--- config.mk ---
export PLATFORM = sky130hd
export DESIGN_NAME = sar_resolver
export DESIGN_NICKNAME = d
export VERILOG_FILES = /design/src/rtl/sar_pkg.sv /design/src/rtl/sar_attr_if.sv /design/src/rtl/sar_access_policy.sv /design/src/rtl/sar_region_select.sv /design/src/rtl/sar_resolver.sv
export SDC_FILE = /design/constraint.sdc
export NUM_CORES = 1
export LEC_CHECK = 0
export BUFFER_PORTS_ARGS = -buffer_cell sky130_fd_sc_hd__buf_2
export CORE_MARGIN = 4
export CORE_UTILIZATION = 55
export CTS_CLUSTER_SIZE = 25
export DETAILED_ROUTE_END_ITERATION = 8
export PLACE_DENSITY = 0.86
export SLEW_MARGIN = 40
export SYNTH_ARGS = -nofsm -noshare
export SYNTH_HDL_FRONTEND = slang
export SYNTH_HIERARCHICAL = 1
export SYNTH_SLANG_ARGS = --single-unit
--- constraint.sdc ---
create_clock -name CLK_I -period 4 [get_ports CLK_I]
set_input_delay 1 -clock CLK_I [delete_from_list [all_inputs] [get_ports CLK_I]]
set_output_delay 1 -clock CLK_I [all_outputs]
set_load 0.005 [all_outputs]
--- src/rtl/sar_pkg.sv ---
package sar_pkg;

    // ------------------------------------------------------------
    // Widths and region indexing
    // ------------------------------------------------------------
    localparam int unsigned DATA_W = 32;
    localparam int unsigned ADDR_W = 12;
    localparam int unsigned STRB_W = 4;
    localparam int unsigned REGION_W = 5;
    localparam int unsigned REGION_MSB = 31;
    localparam int unsigned REGION_LSB = 27;
    localparam logic [4:0] REGION_LAST = 5'h1F;
    localparam int unsigned NUM_ATTR_REGS = 6;
    localparam int unsigned COUNT_W = 16;

    // ------------------------------------------------------------
    // Register byte offsets
    // ------------------------------------------------------------
    localparam logic [11:0] OFF_WRITETHRU = 12'h000;
    localparam logic [11:0] OFF_DCACHEABLE = 12'h004;
    localparam logic [11:0] OFF_ICACHEABLE = 12'h008;
    localparam logic [11:0] OFF_GUARDED = 12'h00C;
    localparam logic [11:0] OFF_USERDEF = 12'h010;
    localparam logic [11:0] OFF_ENDIAN = 12'h014;
    localparam logic [11:0] OFF_CORECFG = 12'h018;
    localparam logic [11:0] OFF_STATUS = 12'h01C;
    localparam logic [11:0] OFF_FAULTADDR = 12'h020;

    // Index of each attribute register in the storage array
    localparam logic [2:0] IDX_WRITETHRU = 3'h0;
    localparam logic [2:0] IDX_DCACHEABLE = 3'h1;
    localparam logic [2:0] IDX_ICACHEABLE = 3'h2;
    localparam logic [2:0] IDX_GUARDED = 3'h3;
    localparam logic [2:0] IDX_USERDEF = 3'h4;
    localparam logic [2:0] IDX_ENDIAN = 3'h5;

    // ------------------------------------------------------------
    // Reset values and fields
    // ------------------------------------------------------------
    localparam logic [31:0] RST_ZEROS = 32'h0000_0000;
    localparam logic [31:0] RST_ONES = 32'hFFFF_FFFF;
    localparam int unsigned CFG_USER_EXC_BIT = 0;
    localparam int unsigned CFG_USER_IMPL_BIT = 1;
    localparam logic [31:0] CFG_WR_MASK = 32'h0000_0003;
    localparam int unsigned STAT_MODE_BIT = 16;

    typedef enum logic [1:0] {
        SAR_APB_IDLE = 2'b01,
        SAR_APB_ACCESS = 2'b10
    } sar_apb_state_t;

    typedef struct packed {
        logic wt;
        logic cacheable;
        logic coherent;
        logic guarded;
        logic user;
        logic little;
    } sar_attr_t;

    // Region bit of a 32-bit attribute register for an address
    function automatic logic region_bit(input logic [31:0] r, input logic [31:0] addr);
        return r[addr[REGION_MSB:REGION_LSB]];
    endfunction

    // Byte-lane merge of write data
    function automatic logic [31:0] apply_strb(input logic [31:0] old, input logic [31:0] wd,
                                               input logic [3:0] strb);
        logic [31:0] res;
        res = old;
        for (int b = 0; b < 4; b++)
        begin
            if (strb[b])
            begin
                res[b*8 +: 8] = wd[b*8 +: 8];
            end
        end
        return res;
    endfunction

    function automatic logic [31:0] attr_reset(input logic [2:0] idx);
        return (idx == IDX_GUARDED) ? RST_ONES : RST_ZEROS;
    endfunction

endpackage

--- src/rtl/sar_attr_if.sv ---
`timescale 1ns/10ps
`default_nettype none
interface sar_attr_if;
    sar_pkg::sar_attr_t attr;
    modport src (output attr);
    modport sink (input attr);
endinterface
`default_nettype wire

--- src/rtl/sar_access_policy.sv ---
`timescale 1ns/10ps
`default_nettype none
module sar_access_policy
(
    // Access
    input wire logic valid_i,
    input wire logic fetch_i,
    input wire logic store_i,
    input wire logic cache_hit_i,
    input wire logic prior_done_i,
    // Configuration
    input wire logic user_store_exc_enable_i,
    input wire logic user_impl_i,
    sar_attr_if.sink attr_i,
    // Decisions
    output logic line_update_o,
    output logic line_alloc_o,
    output logic mem_write_o,
    output logic bypass_o,
    output logic fetch_hold_o,
    output logic prefetch_en_o,
    output logic dsi_o,
    output logic user_attr_o
);
    logic cst;
    // The coherent field is deliberately left unread: it steers nothing
    assign cst = valid_i && store_i && attr_i.attr.cacheable;
    assign line_update_o = cst && (cache_hit_i || !attr_i.attr.wt);
    assign line_alloc_o = cst && !cache_hit_i && !attr_i.attr.wt;
    assign mem_write_o = valid_i && store_i && (attr_i.attr.wt || !attr_i.attr.cacheable);
    assign bypass_o = valid_i && !attr_i.attr.cacheable;
    assign fetch_hold_o = valid_i && fetch_i && attr_i.attr.guarded && !prior_done_i;
    assign prefetch_en_o = !attr_i.attr.guarded;
    assign dsi_o = valid_i && store_i && attr_i.attr.user && user_store_exc_enable_i;
    // Without user behaviour the attribute is hidden from fetch and load paths
    assign user_attr_o = attr_i.attr.user && user_impl_i;
endmodule
`default_nettype wire

--- src/rtl/sar_region_select.sv ---
`timescale 1ns/10ps
`default_nettype none
module sar_region_select
(
    // Access
    input wire logic [31:0] effective_addr_i,
    input wire logic instr_relocate_bit_i,
    input wire logic fetch_i,
    // Real-mode registers
    input wire logic [31:0] data_writethru_reg_i,
    input wire logic [31:0] data_cacheable_reg_i,
    input wire logic [31:0] instr_cacheable_reg_i,
    input wire logic [31:0] guarded_region_reg_i,
    input wire logic [31:0] user_defined_reg_i,
    input wire logic [31:0] endian_reg_i,
    // Page entry attributes, cacheable already inverted from inhibit
    input wire sar_pkg::sar_attr_t tlb_attr_i,
    // Resolved set
    sar_attr_if.src attr_o
);
    always_comb
    begin
        if (instr_relocate_bit_i)
        begin
            attr_o.attr = tlb_attr_i;
        end
        else
        begin
            // Real mode has no coherency control at all
            attr_o.attr.coherent = 1'b0;
            attr_o.attr.wt = sar_pkg::region_bit(data_writethru_reg_i, effective_addr_i);
            attr_o.attr.cacheable = fetch_i
                ? sar_pkg::region_bit(instr_cacheable_reg_i, effective_addr_i)
                : sar_pkg::region_bit(data_cacheable_reg_i, effective_addr_i);
            attr_o.attr.guarded = sar_pkg::region_bit(guarded_region_reg_i, effective_addr_i);
            attr_o.attr.user = sar_pkg::region_bit(user_defined_reg_i, effective_addr_i);
            attr_o.attr.little = sar_pkg::region_bit(endian_reg_i, effective_addr_i);
        end
    end
endmodule
`default_nettype wire

--- src/rtl/sar_resolver.sv ---
`timescale 1ns/10ps
`default_nettype none
// How it works
// - Write-back hit updates line, not memory
// - Write-back miss allocates line, no memory update
// - Write-through hit updates line and memory
// - Write-through miss updates memory, no allocation
// - Virtual mode: inhibit 0 cacheable, 1 bypass
// - Real mode cacheable bit 1 enables caching
// - Coherency attribute changes nothing
// - Unguarded regions allow speculative access
// - Guarded fetch waits for earlier instructions
// - Guarded regions get no instruction prefetch
// - Enabled store to user region raises fault
// - Disabled enable never raises store fault
// - User attribute inert unless behaviour implemented
// - Endian attribute 0 big, 1 little
// - Virtual mode ignores real-mode registers
// - 32-bit registers, bit per 128 MB region
// - Top five address bits pick region bit
// - Relocate bit selects page or register attributes
// - Guarded register resets to all ones
// - Data cacheable register resets to zero
// - Write-through register resets to zero
module sar_resolver
(
    // Clock, reset, enable
    input wire logic CLK_I,
    input wire logic RESETN_I,
    input wire logic CE_I,
    // APB slave
    input wire logic PSEL_I,
    input wire logic PENABLE_I,
    input wire logic PWRITE_I,
    input wire logic [11:0] PADDR_I,
    input wire logic [31:0] PWDATA_I,
    input wire logic [3:0] PSTRB_I,
    output logic [31:0] PRDATA_O,
    output logic PREADY_O,
    output logic PSLVERR_O,
    // Access request from fetch and load/store units
    input wire logic ACC_VALID_I,
    input wire logic ACC_FETCH_I,
    input wire logic ACC_STORE_I,
    input wire logic [31:0] EFFECTIVE_ADDR_I,
    input wire logic INSTR_RELOCATE_BIT_I,
    input wire logic CACHE_HIT_I,
    input wire logic PRIOR_DONE_I,
    // Page entry attributes
    input wire logic TLB_WRITETHRU_I,
    input wire logic TLB_INHIBIT_I,
    input wire logic TLB_COHERENT_I,
    input wire logic TLB_GUARDED_I,
    input wire logic TLB_USER_I,
    input wire logic TLB_LITTLE_I,
    // Resolved attributes
    output logic WRITETHRU_O,
    output logic CACHEABLE_O,
    output logic GUARDED_O,
    output logic USER_ATTR_O,
    output logic LITTLE_ENDIAN_O,
    // Access decisions
    output logic LINE_UPDATE_O,
    output logic LINE_ALLOC_O,
    output logic MEM_WRITE_O,
    output logic BYPASS_O,
    output logic FETCH_HOLD_O,
    output logic PREFETCH_EN_O,
    output logic DSI_O
);

    // ------------------------------------------------------------
    // Storage
    // ------------------------------------------------------------
    logic [31:0] attr_reg [sar_pkg::NUM_ATTR_REGS];
    logic [31:0] core_config_reg;
    logic [15:0] dsi_count;
    logic [31:0] fault_addr;
    logic write_seen;
    sar_pkg::sar_apb_state_t apb_state;
    sar_pkg::sar_attr_t tlb_attr;
    sar_attr_if attr_bus ();

    // ------------------------------------------------------------
    // Address decode
    // ------------------------------------------------------------
    logic dec_hit;
    logic dec_attr;
    logic dec_cfg;
    logic [2:0] dec_idx;
    logic [31:0] rd_val;
    logic apb_write;
    logic [31:0] status_val;

    always_comb
    begin
        dec_hit = 1'b1;
        dec_attr = 1'b0;
        dec_cfg = 1'b0;
        dec_idx = sar_pkg::IDX_WRITETHRU;
        if (PADDR_I == sar_pkg::OFF_WRITETHRU)
        begin
            dec_attr = 1'b1;
            dec_idx = sar_pkg::IDX_WRITETHRU;
        end
        else if (PADDR_I == sar_pkg::OFF_DCACHEABLE)
        begin
            dec_attr = 1'b1;
            dec_idx = sar_pkg::IDX_DCACHEABLE;
        end
        else if (PADDR_I == sar_pkg::OFF_ICACHEABLE)
        begin
            dec_attr = 1'b1;
            dec_idx = sar_pkg::IDX_ICACHEABLE;
        end
        else if (PADDR_I == sar_pkg::OFF_GUARDED)
        begin
            dec_attr = 1'b1;
            dec_idx = sar_pkg::IDX_GUARDED;
        end
        else if (PADDR_I == sar_pkg::OFF_USERDEF)
        begin
            dec_attr = 1'b1;
            dec_idx = sar_pkg::IDX_USERDEF;
        end
        else if (PADDR_I == sar_pkg::OFF_ENDIAN)
        begin
            dec_attr = 1'b1;
            dec_idx = sar_pkg::IDX_ENDIAN;
        end
        else if (PADDR_I == sar_pkg::OFF_CORECFG)
        begin
            dec_cfg = 1'b1;
        end
        else if (PADDR_I != sar_pkg::OFF_STATUS && PADDR_I != sar_pkg::OFF_FAULTADDR)
        begin
            dec_hit = 1'b0;
        end
    end

    always_comb
    begin
        status_val = sar_pkg::RST_ZEROS;
        status_val[15:0] = dsi_count;
        status_val[sar_pkg::STAT_MODE_BIT] = INSTR_RELOCATE_BIT_I;
    end

    always_comb
    begin
        if (dec_attr)
        begin
            rd_val = attr_reg[dec_idx];
        end
        else if (dec_cfg)
        begin
            rd_val = core_config_reg;
        end
        else if (PADDR_I == sar_pkg::OFF_STATUS)
        begin
            rd_val = status_val;
        end
        else if (PADDR_I == sar_pkg::OFF_FAULTADDR)
        begin
            rd_val = fault_addr;
        end
        else
        begin
            rd_val = sar_pkg::RST_ZEROS;
        end
    end

    // Write lands at the edge that sees pready with psel and penable
    assign apb_write = (apb_state == sar_pkg::SAR_APB_ACCESS) && PSEL_I && PENABLE_I
                       && PWRITE_I && dec_hit;

    // ------------------------------------------------------------
    // APB handshake: one wait-free access phase
    // ------------------------------------------------------------
    always_ff @(posedge CLK_I or negedge RESETN_I)
    begin
        if (!RESETN_I)
        begin
            apb_state <= sar_pkg::SAR_APB_IDLE;
            PREADY_O <= 1'b0;
            PRDATA_O <= sar_pkg::RST_ZEROS;
            PSLVERR_O <= 1'b0;
        end
        else if (CE_I)
        begin
            case (apb_state)
                sar_pkg::SAR_APB_IDLE:
                begin
                    if (PSEL_I && !PENABLE_I)
                    begin
                        apb_state <= sar_pkg::SAR_APB_ACCESS;
                        PREADY_O <= 1'b1;
                        PRDATA_O <= PWRITE_I ? sar_pkg::RST_ZEROS : rd_val;
                        PSLVERR_O <= !dec_hit;
                    end
                end
                sar_pkg::SAR_APB_ACCESS:
                begin
                    if (PSEL_I && PENABLE_I)
                    begin
                        apb_state <= sar_pkg::SAR_APB_IDLE;
                        PREADY_O <= 1'b0;
                        PRDATA_O <= sar_pkg::RST_ZEROS;
                        PSLVERR_O <= 1'b0;
                    end
                end
                default:
                begin
                    apb_state <= sar_pkg::SAR_APB_IDLE;
                    PREADY_O <= 1'b0;
                end
            endcase
        end
    end

    // ------------------------------------------------------------
    // Attribute and configuration registers
    // ------------------------------------------------------------
    always_ff @(posedge CLK_I or negedge RESETN_I)
    begin
        if (!RESETN_I)
        begin
            for (int i = 0; i < sar_pkg::NUM_ATTR_REGS; i++)
            begin
                attr_reg[i] <= sar_pkg::attr_reset(3'(i));
            end
            core_config_reg <= sar_pkg::RST_ZEROS;
        end
        else if (CE_I && apb_write)
        begin
            if (dec_attr)
            begin
                attr_reg[dec_idx] <= sar_pkg::apply_strb(attr_reg[dec_idx], PWDATA_I, PSTRB_I);
            end
            else if (dec_cfg)
            begin
                core_config_reg <= sar_pkg::apply_strb(core_config_reg, PWDATA_I, PSTRB_I)
                                   & sar_pkg::CFG_WR_MASK;
            end
        end
    end

    // Fault log: count wraps, address holds the latest faulting store
    always_ff @(posedge CLK_I or negedge RESETN_I)
    begin
        if (!RESETN_I)
        begin
            dsi_count <= 16'h0000;
            fault_addr <= sar_pkg::RST_ZEROS;
        end
        else if (CE_I && DSI_O)
        begin
            dsi_count <= dsi_count + 16'h0001;
            fault_addr <= EFFECTIVE_ADDR_I;
        end
    end

    always_ff @(posedge CLK_I or negedge RESETN_I)
    begin
        if (!RESETN_I)
        begin
            write_seen <= 1'b0;
        end
        else if (CE_I && apb_write)
        begin
            write_seen <= 1'b1;
        end
    end

    // ------------------------------------------------------------
    // Resolution path, combinational so the answer is same-cycle
    // ------------------------------------------------------------
    always_comb
    begin
        tlb_attr.wt = TLB_WRITETHRU_I;
        tlb_attr.cacheable = !TLB_INHIBIT_I;
        tlb_attr.coherent = TLB_COHERENT_I;
        tlb_attr.guarded = TLB_GUARDED_I;
        tlb_attr.user = TLB_USER_I;
        tlb_attr.little = TLB_LITTLE_I;
    end

    sar_region_select u_select
    (
        .effective_addr_i(EFFECTIVE_ADDR_I),
        .instr_relocate_bit_i(INSTR_RELOCATE_BIT_I),
        .fetch_i(ACC_FETCH_I),
        .data_writethru_reg_i(attr_reg[sar_pkg::IDX_WRITETHRU]),
        .data_cacheable_reg_i(attr_reg[sar_pkg::IDX_DCACHEABLE]),
        .instr_cacheable_reg_i(attr_reg[sar_pkg::IDX_ICACHEABLE]),
        .guarded_region_reg_i(attr_reg[sar_pkg::IDX_GUARDED]),
        .user_defined_reg_i(attr_reg[sar_pkg::IDX_USERDEF]),
        .endian_reg_i(attr_reg[sar_pkg::IDX_ENDIAN]),
        .tlb_attr_i(tlb_attr),
        .attr_o(attr_bus)
    );

    sar_access_policy u_policy
    (
        .valid_i(ACC_VALID_I),
        .fetch_i(ACC_FETCH_I),
        .store_i(ACC_STORE_I),
        .cache_hit_i(CACHE_HIT_I),
        .prior_done_i(PRIOR_DONE_I),
        .user_store_exc_enable_i(core_config_reg[sar_pkg::CFG_USER_EXC_BIT]),
        .user_impl_i(core_config_reg[sar_pkg::CFG_USER_IMPL_BIT]),
        .attr_i(attr_bus),
        .line_update_o(LINE_UPDATE_O),
        .line_alloc_o(LINE_ALLOC_O),
        .mem_write_o(MEM_WRITE_O),
        .bypass_o(BYPASS_O),
        .fetch_hold_o(FETCH_HOLD_O),
        .prefetch_en_o(PREFETCH_EN_O),
        .dsi_o(DSI_O),
        .user_attr_o(USER_ATTR_O)
    );

    assign WRITETHRU_O = attr_bus.attr.wt;
    assign CACHEABLE_O = attr_bus.attr.cacheable;
    assign GUARDED_O = attr_bus.attr.guarded;
    assign LITTLE_ENDIAN_O = attr_bus.attr.little;

    logic st_c;
    assign st_c = ACC_VALID_I && ACC_STORE_I && CACHEABLE_O;
endmodule
`default_nettype wire
==> key figures, run 1 <==
STA
  • Final worst-path cycle share: 1.04
  • Min Clock Period, post-route: 4.17 ns
  • Setup_tns: -0.513 ns
  • Final hold vios: 0
  • Setup WS post-layout: -0.169 ns
  • # setup viols final: 6
  • Normalized max-slew margin: 0.475
  • Fmax achieved: 240 MHz
  • Final Skew: 0.0100 ns
  • Final slew viol count: 0
  • RSZ-0062 raised after global routing: true
  • Worst Tran Pin Value: 0.785 ns

Die
  • Starting Density: 0.563
  • Core ar.: 0.0254 mm2
  • Full die area: 0.0286 mm2
  • Top-level I/O count: 144
  • Die Span Y: 169 um
  • Num rows: 58
  • Die width: 169 um

Cells and area
  • Commonest cells after routing, fill and taps aside: dfrtp_1, a21oi_1, nor2_1
  • Fillers: ~1,800
  • Area Growth Syn to Fin: 15.9%
  • Final #Nets: 1,561
  • Multi-input logic area: 0.00680 mm2
  • Proportion of layout cells with a drive suffix above 1: 0.260
  • Max reg flops: ~190
  • N_diodes: 0
  • Final cell count without fillers: 1,810
  • Sequential cell area: 0.00697 mm2
  • Most common cell after layout, fill and taps aside: dfrtp_1

Critical path
  • CP Capture Type: output pin
  • Crit path launch type: input pin
  • R2R cell count: 10
  • CP Data Required Time: 3.00 ns
  • Critical Path AT: 3.17 ns
  • Setup Crit Path Kind: input pin to output pin
  • Crit-path max FO: 5

CTS
  • CTS root buffer: clkbuf_16
  • Clock tree from TritonCTS: done
  • Hold Buf Count CTS: 0
  • Clock buffer count from CTS: 27
  • Max clock buf depth: 3
  • H-tree Lvls: 1
  • Register clock-pin slew on the reported worst setup and hold paths: roughly 0.060 ns
  • CTS sink count: 277
  • Worst skew pair latency: around 0.54 ns

Worst hold path
  • HP Class: input pin to asynchronous set/reset pin

Routing
  • Final ANT Viol Nets: 0
  • Vias per std cell: 6.78
  • DR vias: 12,280
  • DRC: 0
  • Mean routed wirelength per cell: 24.1 um
  • Routed WL: 43,600 um
  • First-pass detailed-route iteration total: 8
  • Drt initial violations: 1,867

Synthesis
  • Yosys warnings: 6
  • Syn Inst Count: 1,341
  • Syn_nets: 1,442
  • Avg Cell Area, Syn: about 11 um2
  • Area of the mapped netlist: roughly 0.014 mm2

Power and ir drop
  • LEAKAGE: 0.00754 uW
  • PD cells: 367 mW/mm2
  • VDD IR-drop max: 344 uV
  • Final Power: about 6100 uW

Global routing
  • Vias in the first global route: 12,221
  • GRT Overall Usage: 0.302
  • Global-route wire length before repair: about 69,000 um
  • Initial antenna violation count: 0
  • Largest net degree at the start of global routing: 88
  • Overflow after GRT: 0

Status
  • Outcome: finished with violations
  • Failing checks: setup timing

Job
  • Max-cap violations: 0

Place
  • RePlAce Congestion: ~0.94
  • Dpl cells: 1,756
  • Input/output buffers: 142
  • Post-DP HPWL: 29,100 um
-- critical path: stages --
cell	delay [ns]
buf_12	0.11
buf_12	0.14
mux4_2	0.53
mux4_2	0.53
mux2i_2	0.22
buf_4	0.16
o21ai_4	0.06
nor4b_4	0.25
buf_2	0.15
-- per-stage QoR --
stage	utilization	setup slack, ns	hold WS [ns]	area (um2)
CTS	0.652	-0.179	0.491	16600
finish	0.652	-0.169	0.463	16600
detailed placement	0.608	-0.285	0.459	15400
global placement	0.608	-0.265	0.459	15400
global route	0.652	-0.186	0.516	16600
floorplan	-	0.124	0.443	14300
-- timing repair --
item                                   4_1_cts  5_1_grt
setup endpoints to repair                   12        7
gates cloned                                 4        0
setup buffers                                1        0
endpoints found under the hold margin        0        0
resized for setup                           21        1
pin swaps                                    2        2
-- path summary, 6_finish.rpt --
path | slack (ns) | from | end
worst max-delay path | -0.17 | EFFECTIVE_ADDR_I[27] | LINE_ALLOC_O
worst min-delay path | 0.46 | RESETN_I | attr_reg[182]$_DFFE_PN0P_
worst max register to register | 1.15 | attr_reg[35]$_DFFE_PN0P_ | fault_addr[26]$_DFFE_PN0P_
worst min register to register | 0.50 | fault_addr[25]$_DFFE_PN0P_ | PRDATA_O[25]$_DFFE_PN0P_
max in group asynchronous | 2.52 | RESETN_I | attr_reg[64]$_DFFE_PN1P_
min in group CLK_I | 0.50 | fault_addr[25]$_DFFE_PN0P_ | PRDATA_O[25]$_DFFE_PN0P_
-- where the power goes --
part	internal [uW]	leakage, uW	switching (uW)
registers	2820	0.00373	10.2
logic	202	0.00337	384
clock network	1570	0.000447	1090
-- final cells by class --
cell class	instances	share of cell area
Sequential cell	277	0.421
Multi-Input combinational cell	941	0.410
Timing Repair Buffer	196	0.0846
Clock buffer	37	0.0455
Tap cell	330	0.0249
Clock inverter	12	0.0101
Inverter	17	0.00385
-- layer usage --
metal  routed length (um)  up-vias  global-route usage
met5                    0        -                   0
met2                20500      929               0.481
met3                 5110      182              0.0673
met4                 2310        0               0.128
li1                     -     5187                   -
met1                15600     5982               0.404
Note: power is estimated with default switching activity, not from simulation.
==> inputs of run 2 (changes only) <==
--- a/config.mk
+++ b/config.mk
@@ -5,12 +5,13 @@
 export SDC_FILE = /design/constraint.sdc
 export NUM_CORES = 1
 export LEC_CHECK = 0
+export ABC_AREA = 1
 export BUFFER_PORTS_ARGS = -buffer_cell sky130_fd_sc_hd__buf_2
 export CORE_MARGIN = 4
 export CORE_UTILIZATION = 55
 export CTS_CLUSTER_SIZE = 25
 export DETAILED_ROUTE_END_ITERATION = 8
-export PLACE_DENSITY = 0.86
+export PLACE_DENSITY = 0.85
 export SLEW_MARGIN = 40
 export SYNTH_ARGS = -nofsm -noshare
 export SYNTH_HDL_FRONTEND = slang
==> run 2 against run 1 <==
The flow now finishes without violations; worst setup slack gained 0.22 ns; via count up 41%; global-route usage rose by 3.3 points; sequential power hardly changed; count of clock-buffer cells in the layout grew 10; fmax rose by 5.7%; utilization shrank 1.6 points; critical path depth rose by 7; critical path type unchanged; critical endpoint is now DSI_O; highest routed layer unchanged.
==> key figures, run 2 <==
Status
  • Outcome: complete, no violations

Critical path
  • CP Cell Sequence: buf_2 > buf_12 > inv_2 > buf_8 > o21ai_1 > o22ai_1 > nand2_1 > nand2_1 > nand2_1 > nand3_1 > nand3_1 > nand2_1 > nand2_1 > nor2_1 > buf_4 > buf_2
  • Most used cell, CP: nand2_1
  • Crit Reg-Reg Endpoint: dsi_count[14]$_DFFE_PN0P_
  • Reg2Reg Setup Slack: 0.95 ns (-0.20 ns)
  • Critical Path AT: 2.94 ns (-0.23 ns)
  • Crit path launch type: input pin
  • CP Data Required Time: 3.00 ns (about the same)
  • CP peak stage delay: 0.19 ns (-0.34 ns)
  • CP Capture Type: output pin
  • Crit-path max FO: 19 (+14)
  • Worst path slowest cell: buf_8
  • R2R cell count: 19 (+9)
  • Setup Crit Path Kind: input pin to output pin
  • R2r startpoint: attr_reg[57]$_DFFE_PN0P_

CTS
  • Register clock-pin slew on the reported worst setup and hold paths: 0.06 ns (about the same)
  • Clock buffer count from CTS: 30 (+11%)
  • H-tree Lvls: 1 (unchanged)
  • Worst skew pair latency: 0.57 ns (+0.03 ns)
  • CTS root buffer: clkbuf_16
  • Total setup buffers inserted after CTS: 0 (-1)
  • Clock tree from TritonCTS: done
  • CTS sink count: 277 (unchanged)
  • Max clock buf depth: 3 (unchanged)

Die
  • Starting Density: 0.557 (-0.00547)
  • Num rows: 63 (+8.6%)
  • Full die area: 0.0329 mm2 (+15%)
  • Core ar.: 0.0296 mm2 (+17%)
  • Die width: 181 um (+7.1%)
  • Die Span Y: 181 um (+7.1%)
  • Top-level I/O count: 144 (unchanged)

Synthesis
  • Yosys warnings: 6 (unchanged)
  • Syn Inst Count: 2,355 (+76%)
  • Syn_nets: 2,456 (+70%)
  • Area of the mapped netlist: 0.0165 mm2 (+16%)
  • Avg Cell Area, Syn: 7.01 um2 (-34%)

Job
  • Max-cap violations: 0 (unchanged)

STA
  • Setup_tns: 0 ns (+0.513 ns)
  • Fmax achieved: 253 MHz (+5.7%)
  • Normalized max-slew margin: 0.438 (-0.0370)
  • Min Clock Period, post-route: 3.94 ns (-0.224 ns)
  • Worst Tran Pin Value: 0.842 ns (+0.0579 ns)
  • Final Skew: 0.0177 ns (+0.00767 ns)
  • Final slew viol count: 0 (unchanged)
  • Final hold vios: 0 (unchanged)
  • # setup viols final: 0 (-6)
  • Final worst-path cycle share: 0.986 (-0.0561)

Power and ir drop
  • PD cells: 339 mW/mm2 (-7.8%)
  • Sw power: 1640 uW (+10%)
  • Switch share: 0.257 (+0.0126)
  • Internal Pwr Total: 4750 uW (+3.3%)
  • Sequential share of power: 0.444 (-0.021)
  • Gate power share: 0.108 (+0.012)
  • Final Power: 6390 uW (+5.1%)
  • LEAKAGE: 0.00981 uW (+30%)
  • Clk network pwr share: 0.449 (+0.011)
  • VDD IR-drop max: 366 uV (+6.1%)

Routing
  • First-pass detailed-route iteration total: 7 (-1)
  • Vias per std cell: 6.04 (-11%)
  • DRC: 0 (unchanged)
  • DR vias: 17,366 (+41%)
  • Routed WL: 56,700 um (+30%)
  • Drt initial violations: 2,424 (+30%)
  • Final ANT Viol Nets: 0 (unchanged)
  • Mean routed wirelength per cell: 19.7 um (-18%)

Cells and area
  • N_diodes: 0 (unchanged)
  • Most common cell after layout, fill and taps aside: nand2_1
  • Final cell count without fillers: 2,875 (+59%)
  • Final #Nets: 2,562 (+64%)
  • Fillers: 2,530 (+40%)
  • Area Growth Syn to Fin: 14.3%
  • Commonest cells after routing, fill and taps aside: nand2_1, nand3_1, dfrtp_1
  • Max reg flops: 192 (unchanged)
  • Proportion of layout cells with a drive suffix above 1: 0.168 (-0.0923)

Global routing
  • Largest net degree at the start of global routing: 109 (+24%)
  • Initial antenna violation count: 0 (unchanged)
  • Global-route wire length before repair: 89,700 um (+29%)
  • Overflow after GRT: 0 (unchanged)
  • Vias in the first global route: 17,108 (+40%)
  • GRT Overall Usage: 0.335 (+0.0328)

Worst hold path
  • HP Class: input pin to asynchronous set/reset pin

Place
  • RePlAce Congestion: 1.01 (+7.1%)
  • Dpl cells: 2,818 (+60%)
  • Post-DP HPWL: 37,500 um (+29%)
  • Input/output buffers: 142 (unchanged)
==> run 2: worst max-delay path, delay by kind of cell <==
family,cells,cell delay [ns]
AOI/OAI and AO/OA,2,0.26
buffers and inverters,6,0.83
and+or+nand+nor,8,0.84
==> run 2: how the worst max path moves through the flow <==
stage / slack, ns / from / depth (start not counted) / end
floorplan: 0.51 / EFFECTIVE_ADDR_I[28] / 21 / dsi_count[14]$_DFFE_PN0P_
global placement: -0.009 / EFFECTIVE_ADDR_I[27] / 22 / dsi_count[14]$_DFFE_PN0P_
detailed placement: -0.08 / EFFECTIVE_ADDR_I[28] / 23 / dsi_count[14]$_DFFE_PN0P_
CTS: 0.01 / EFFECTIVE_ADDR_I[27] / 16 / LINE_ALLOC_O
global route: -0.009 / EFFECTIVE_ADDR_I[28] / 16 / FETCH_HOLD_O
finish: 0.06 / EFFECTIVE_ADDR_I[28] / 16 / DSI_O
==> run 2: repair_timing <==
item / 4_1_cts / 5_1_grt
resized for setup: 0 / 7
hold buffers: 0 / 0
setup endpoints to repair: 0 / 12
==> run 2: power groups by stage <==
stage	sequential, uW	combinational, uW	clock [uW]
floorplan	2890	366	0
global placement	2890	646	0
detailed placement	2890	663	0
CTS	2840	668	2860
global route	2840	745	3000
finish	2840	689	2870
==> run 2: cell type report <==
class | instances | area (um2) | area share
multi-input combinational | 1691 | 7970 | 0.422
sequential | 277 | 6970 | 0.369
timing repair buffer | 235 | 1590 | 0.0842
clock buffer | 47 | 886 | 0.0469
inverter | 226 | 848 | 0.0449
tap | 390 | 488 | 0.0259
clock inverter | 9 | 120 | 0.00636
==> run 2: per-stage QoR <==
step / worst slack, ns / cell area [um2] / util / hold slack, ns
floorplan: 0.513 / 16500 / - / 0.453
global placement: -0.00855 / 17800 / 0.601 / 0.458
detailed placement: -0.0825 / 17800 / 0.601 / 0.462
CTS: 0.0130 / 18800 / 0.635 / 0.477
global route: -0.00858 / 18900 / 0.637 / 0.310
finish: 0.0551 / 18900 / 0.637 / 0.290
==> run 2: per-layer routing <==
| layer | GRT usage | up-vias | wire (um) |
|---|---|---|---|
| met5 | 0 | - | 0 |
| met4 | 0.226 | 0 | 4670 |
| met3 | 0.0626 | 329 | 6850 |
| met2 | 0.517 | 1318 | 25000 |
| met1 | 0.429 | 7969 | 20100 |
| li1 | - | 7750 | - |
==> inputs of run 3 (changes only) <==
==> constraint.sdc (replaced) <==
create_clock -name CLK_I -period 4.5 [get_ports CLK_I]
set_input_delay 1.125 -clock CLK_I [delete_from_list [all_inputs] [get_ports CLK_I]]
set_output_delay 1.125 -clock CLK_I [all_outputs]
set_load 0.02 [all_outputs]
==> run 3 against run 2 <==
Hold slack better by 0.17 ns; sequential share of layout area up 0.52 points; sequential cell count unchanged; cell count down 1.2%; register-to-register slack better by 0.45 ns; routed wire length down 1.5%; non-clock buffer count down 34; largest cell class unchanged.
==> key figures, run 3 (same netlist as run 2, synthesis figures left out) <==
Status
  • Outcome: complete, no violations

Place
  • RePlAce Congestion: 0.960 (-4.5%)
  • Post-DP HPWL: 36,600 um (-2.4%)
  • Input/output buffers: 142 (unchanged)
  • Post-DP Area: 0.0175 mm2 (-1.6%)

Routing
  • DR vias: 17,126 (-1.4%)
  • Mean routed wirelength per cell: 19.7 um (-0.28%)
  • Drt initial violations: 2,254 (-7.0%)
  • Routed WL: 55,800 um (-1.5%)
  • Vias per std cell: 6.03 (-0.17%)
  • Final ANT Viol Nets: 0 (unchanged)
  • DRC: 0 (unchanged)
  • First-pass detailed-route iteration total: 6 (-1)

Critical path
  • CP Capture Type: output pin
  • Crit-path max FO: 20 (+1)
  • Critical Path AT: 3.20 ns (+0.26 ns)
  • Setup Crit Path Kind: input pin to output pin
  • Crit path launch type: input pin
  • CP Data Required Time: 3.38 ns (+0.38 ns)

Cells and area
  • Finished Core Util: 0.628 (-0.00878)
  • N_diodes: 0 (unchanged)
  • Fillers: 2,597 (+2.6%)
  • Max reg flops: 192 (unchanged)
  • Area Growth Syn to Fin: 12.7%
  • Commonest cells after routing, fill and taps aside: nand2_1, nand3_1, dfrtp_1
  • Most common cell after layout, fill and taps aside: nand2_1
  • Final instance area: 0.0186 mm2 (-1.4%)
  • Final #Nets: 2,529 (-1.3%)
  • Proportion of layout cells with a drive suffix above 1: 0.157 (-0.0107)

Die
  • Die width: 181 um (unchanged)
  • Full die area: 0.0329 mm2 (unchanged)
  • Num rows: 63 (unchanged)
  • Die Span Y: 181 um (unchanged)
  • Core ar.: 0.0296 mm2 (unchanged)
  • Top-level I/O count: 144 (unchanged)
  • Starting Density: 0.557 (unchanged)

Global routing
  • Global-route wire length before repair: 88,500 um (-1.4%)
  • Overflow after GRT: 0 (unchanged)
  • Initial antenna violation count: 0 (unchanged)
  • GRT Overall Usage: 0.331 (-0.00423)
  • Vias in the first global route: 16,592 (-3.0%)
  • Largest net degree at the start of global routing: 73 (-33%)

Power and ir drop
  • PD cells: 312 mW/mm2 (-7.8%)
  • LEAKAGE: 0.00966 uW (-1.6%)
  • VDD IR-drop max: 314 uV (-14%)
  • Switch share: 0.255 (-0.00216)
  • Sequential share of power: 0.434 (-0.010)
  • Clk network pwr share: 0.463 (+0.014)
  • Internal Pwr Total: 4330 uW (-8.8%)
  • Sw power: 1480 uW (-9.8%)
  • Gate power share: 0.104 (-0.004)

STA
  • RSZ-0062 raised after global routing: false
  • Fmax achieved: 231 MHz
  • Worst Tran Pin Value: 0.867 ns (+0.0248 ns)
  • Final slew viol count: 0 (unchanged)
  • Setup_tns: 0 ns (unchanged)
  • Final hold vios: 0 (unchanged)
  • Final Skew: 0.0104 ns (-0.00734 ns)
  • Final worst-path cycle share: 0.962
  • Min Clock Period, post-route: 4.33 ns
  • # setup viols final: 0 (unchanged)
  • Normalized max-slew margin: 0.421 (-0.0165)

CTS
  • Hold Buf Count CTS: 0 (unchanged)
  • Total setup buffers inserted after CTS: 0 (unchanged)
  • H-tree Lvls: 1 (unchanged)
  • Clock tree from TritonCTS: done
  • Worst skew pair latency: 0.56 ns (about the same)
  • CTS root buffer: clkbuf_16
  • Clock buffer count from CTS: 31 (+3.3%)
  • Post-cts resize count: 0 (unchanged)
  • CTS sink count: 277 (unchanged)
  • Register clock-pin slew on the reported worst setup and hold paths: 0.06 ns (about the same)
  • Max clock buf depth: 3 (unchanged)

Worst hold path
  • HP Class: input pin to asynchronous set/reset pin

Job
  • Max-cap violations: 0 (unchanged)
## run 3: critical path: stages
cell and delay [ns]:
buf_2 0.44, buf_4 0.28, o21ai_0 0.11, o22ai_1 0.27, nand2_1 0.10, nand2_1 0.09
nand2_1 0.05, nand3_1 0.10, nand3_1 0.17, nand2_1 0.14, nand3_1 0.08, nor2_1 0.08
buf_2 0.16
## run 3: cell type report
class,instances,area (um2),area share
multi-input combinational,1691,7960,0.427
tap,390,488,0.0262
inverter,226,848,0.0456
clock inverter,8,144,0.00773
clock buffer,47,936,0.0503
sequential,277,6970,0.375
timing repair buffer,201,1270,0.0683
## run 3: power groups by stage
stage | sequential [uW] | combinational (uW) | clock, uW
2_1_floorplan | 2580 | 333 | 0
6_report | 2520 | 603 | 2690
4_1_cts | 2520 | 586 | 2690
5_1_grt | 2520 | 654 | 2820
3_3_place_gp | 2560 | 568 | 0
3_5_place_dp | 2560 | 582 | 0
## run 3: final timing paths
kind,cells past startpoint,from,slack [ns],end
setup / recovery,13,EFFECTIVE_ADDR_I[28],0.17,FETCH_HOLD_O
hold / removal,1,RESETN_I,0.47,fault_addr[7]$_DFFE_PN0P_
setup reg to reg,18,attr_reg[58]$_DFFE_PN0P_,1.40,dsi_count[14]$_DFFE_PN0P_
hold reg to reg,2,attr_reg[80]$_DFFE_PN1P_,0.48,attr_reg[80]$_DFFE_PN1P_
max in group asynchronous,3,RESETN_I,2.78,attr_reg[95]$_DFFE_PN1P_
min in group CLK_I,2,attr_reg[80]$_DFFE_PN1P_,0.48,attr_reg[80]$_DFFE_PN1P_
## run 3: metal layers
metal	wire length, um	global-route usage	part of all wire	vias to the layer above
met2	24400	0.499	0.44	1208
met3	6470	0.0588	0.12	314
met1	20400	0.436	0.37	7918
li1	-	-	-	7686
met4	4570	0.225	0.082	0
met5	0	0.00148	0	-
## run 3: through the flow
step / std cells / setup WS, ns / hold WS (ns) / total power [uW]
floorplan: 2355 / 0.655 / 0.453 / 2910
global placement: 2784 / 0.243 / 0.459 / 3130
detailed placement: 2785 / 0.192 / 0.463 / 3150
CTS: 2840 / 0.239 / 0.473 / 5800
global route: 2840 / 0.0711 / 0.480 / 5990
finish: 2840 / 0.170 / 0.465 / 5820
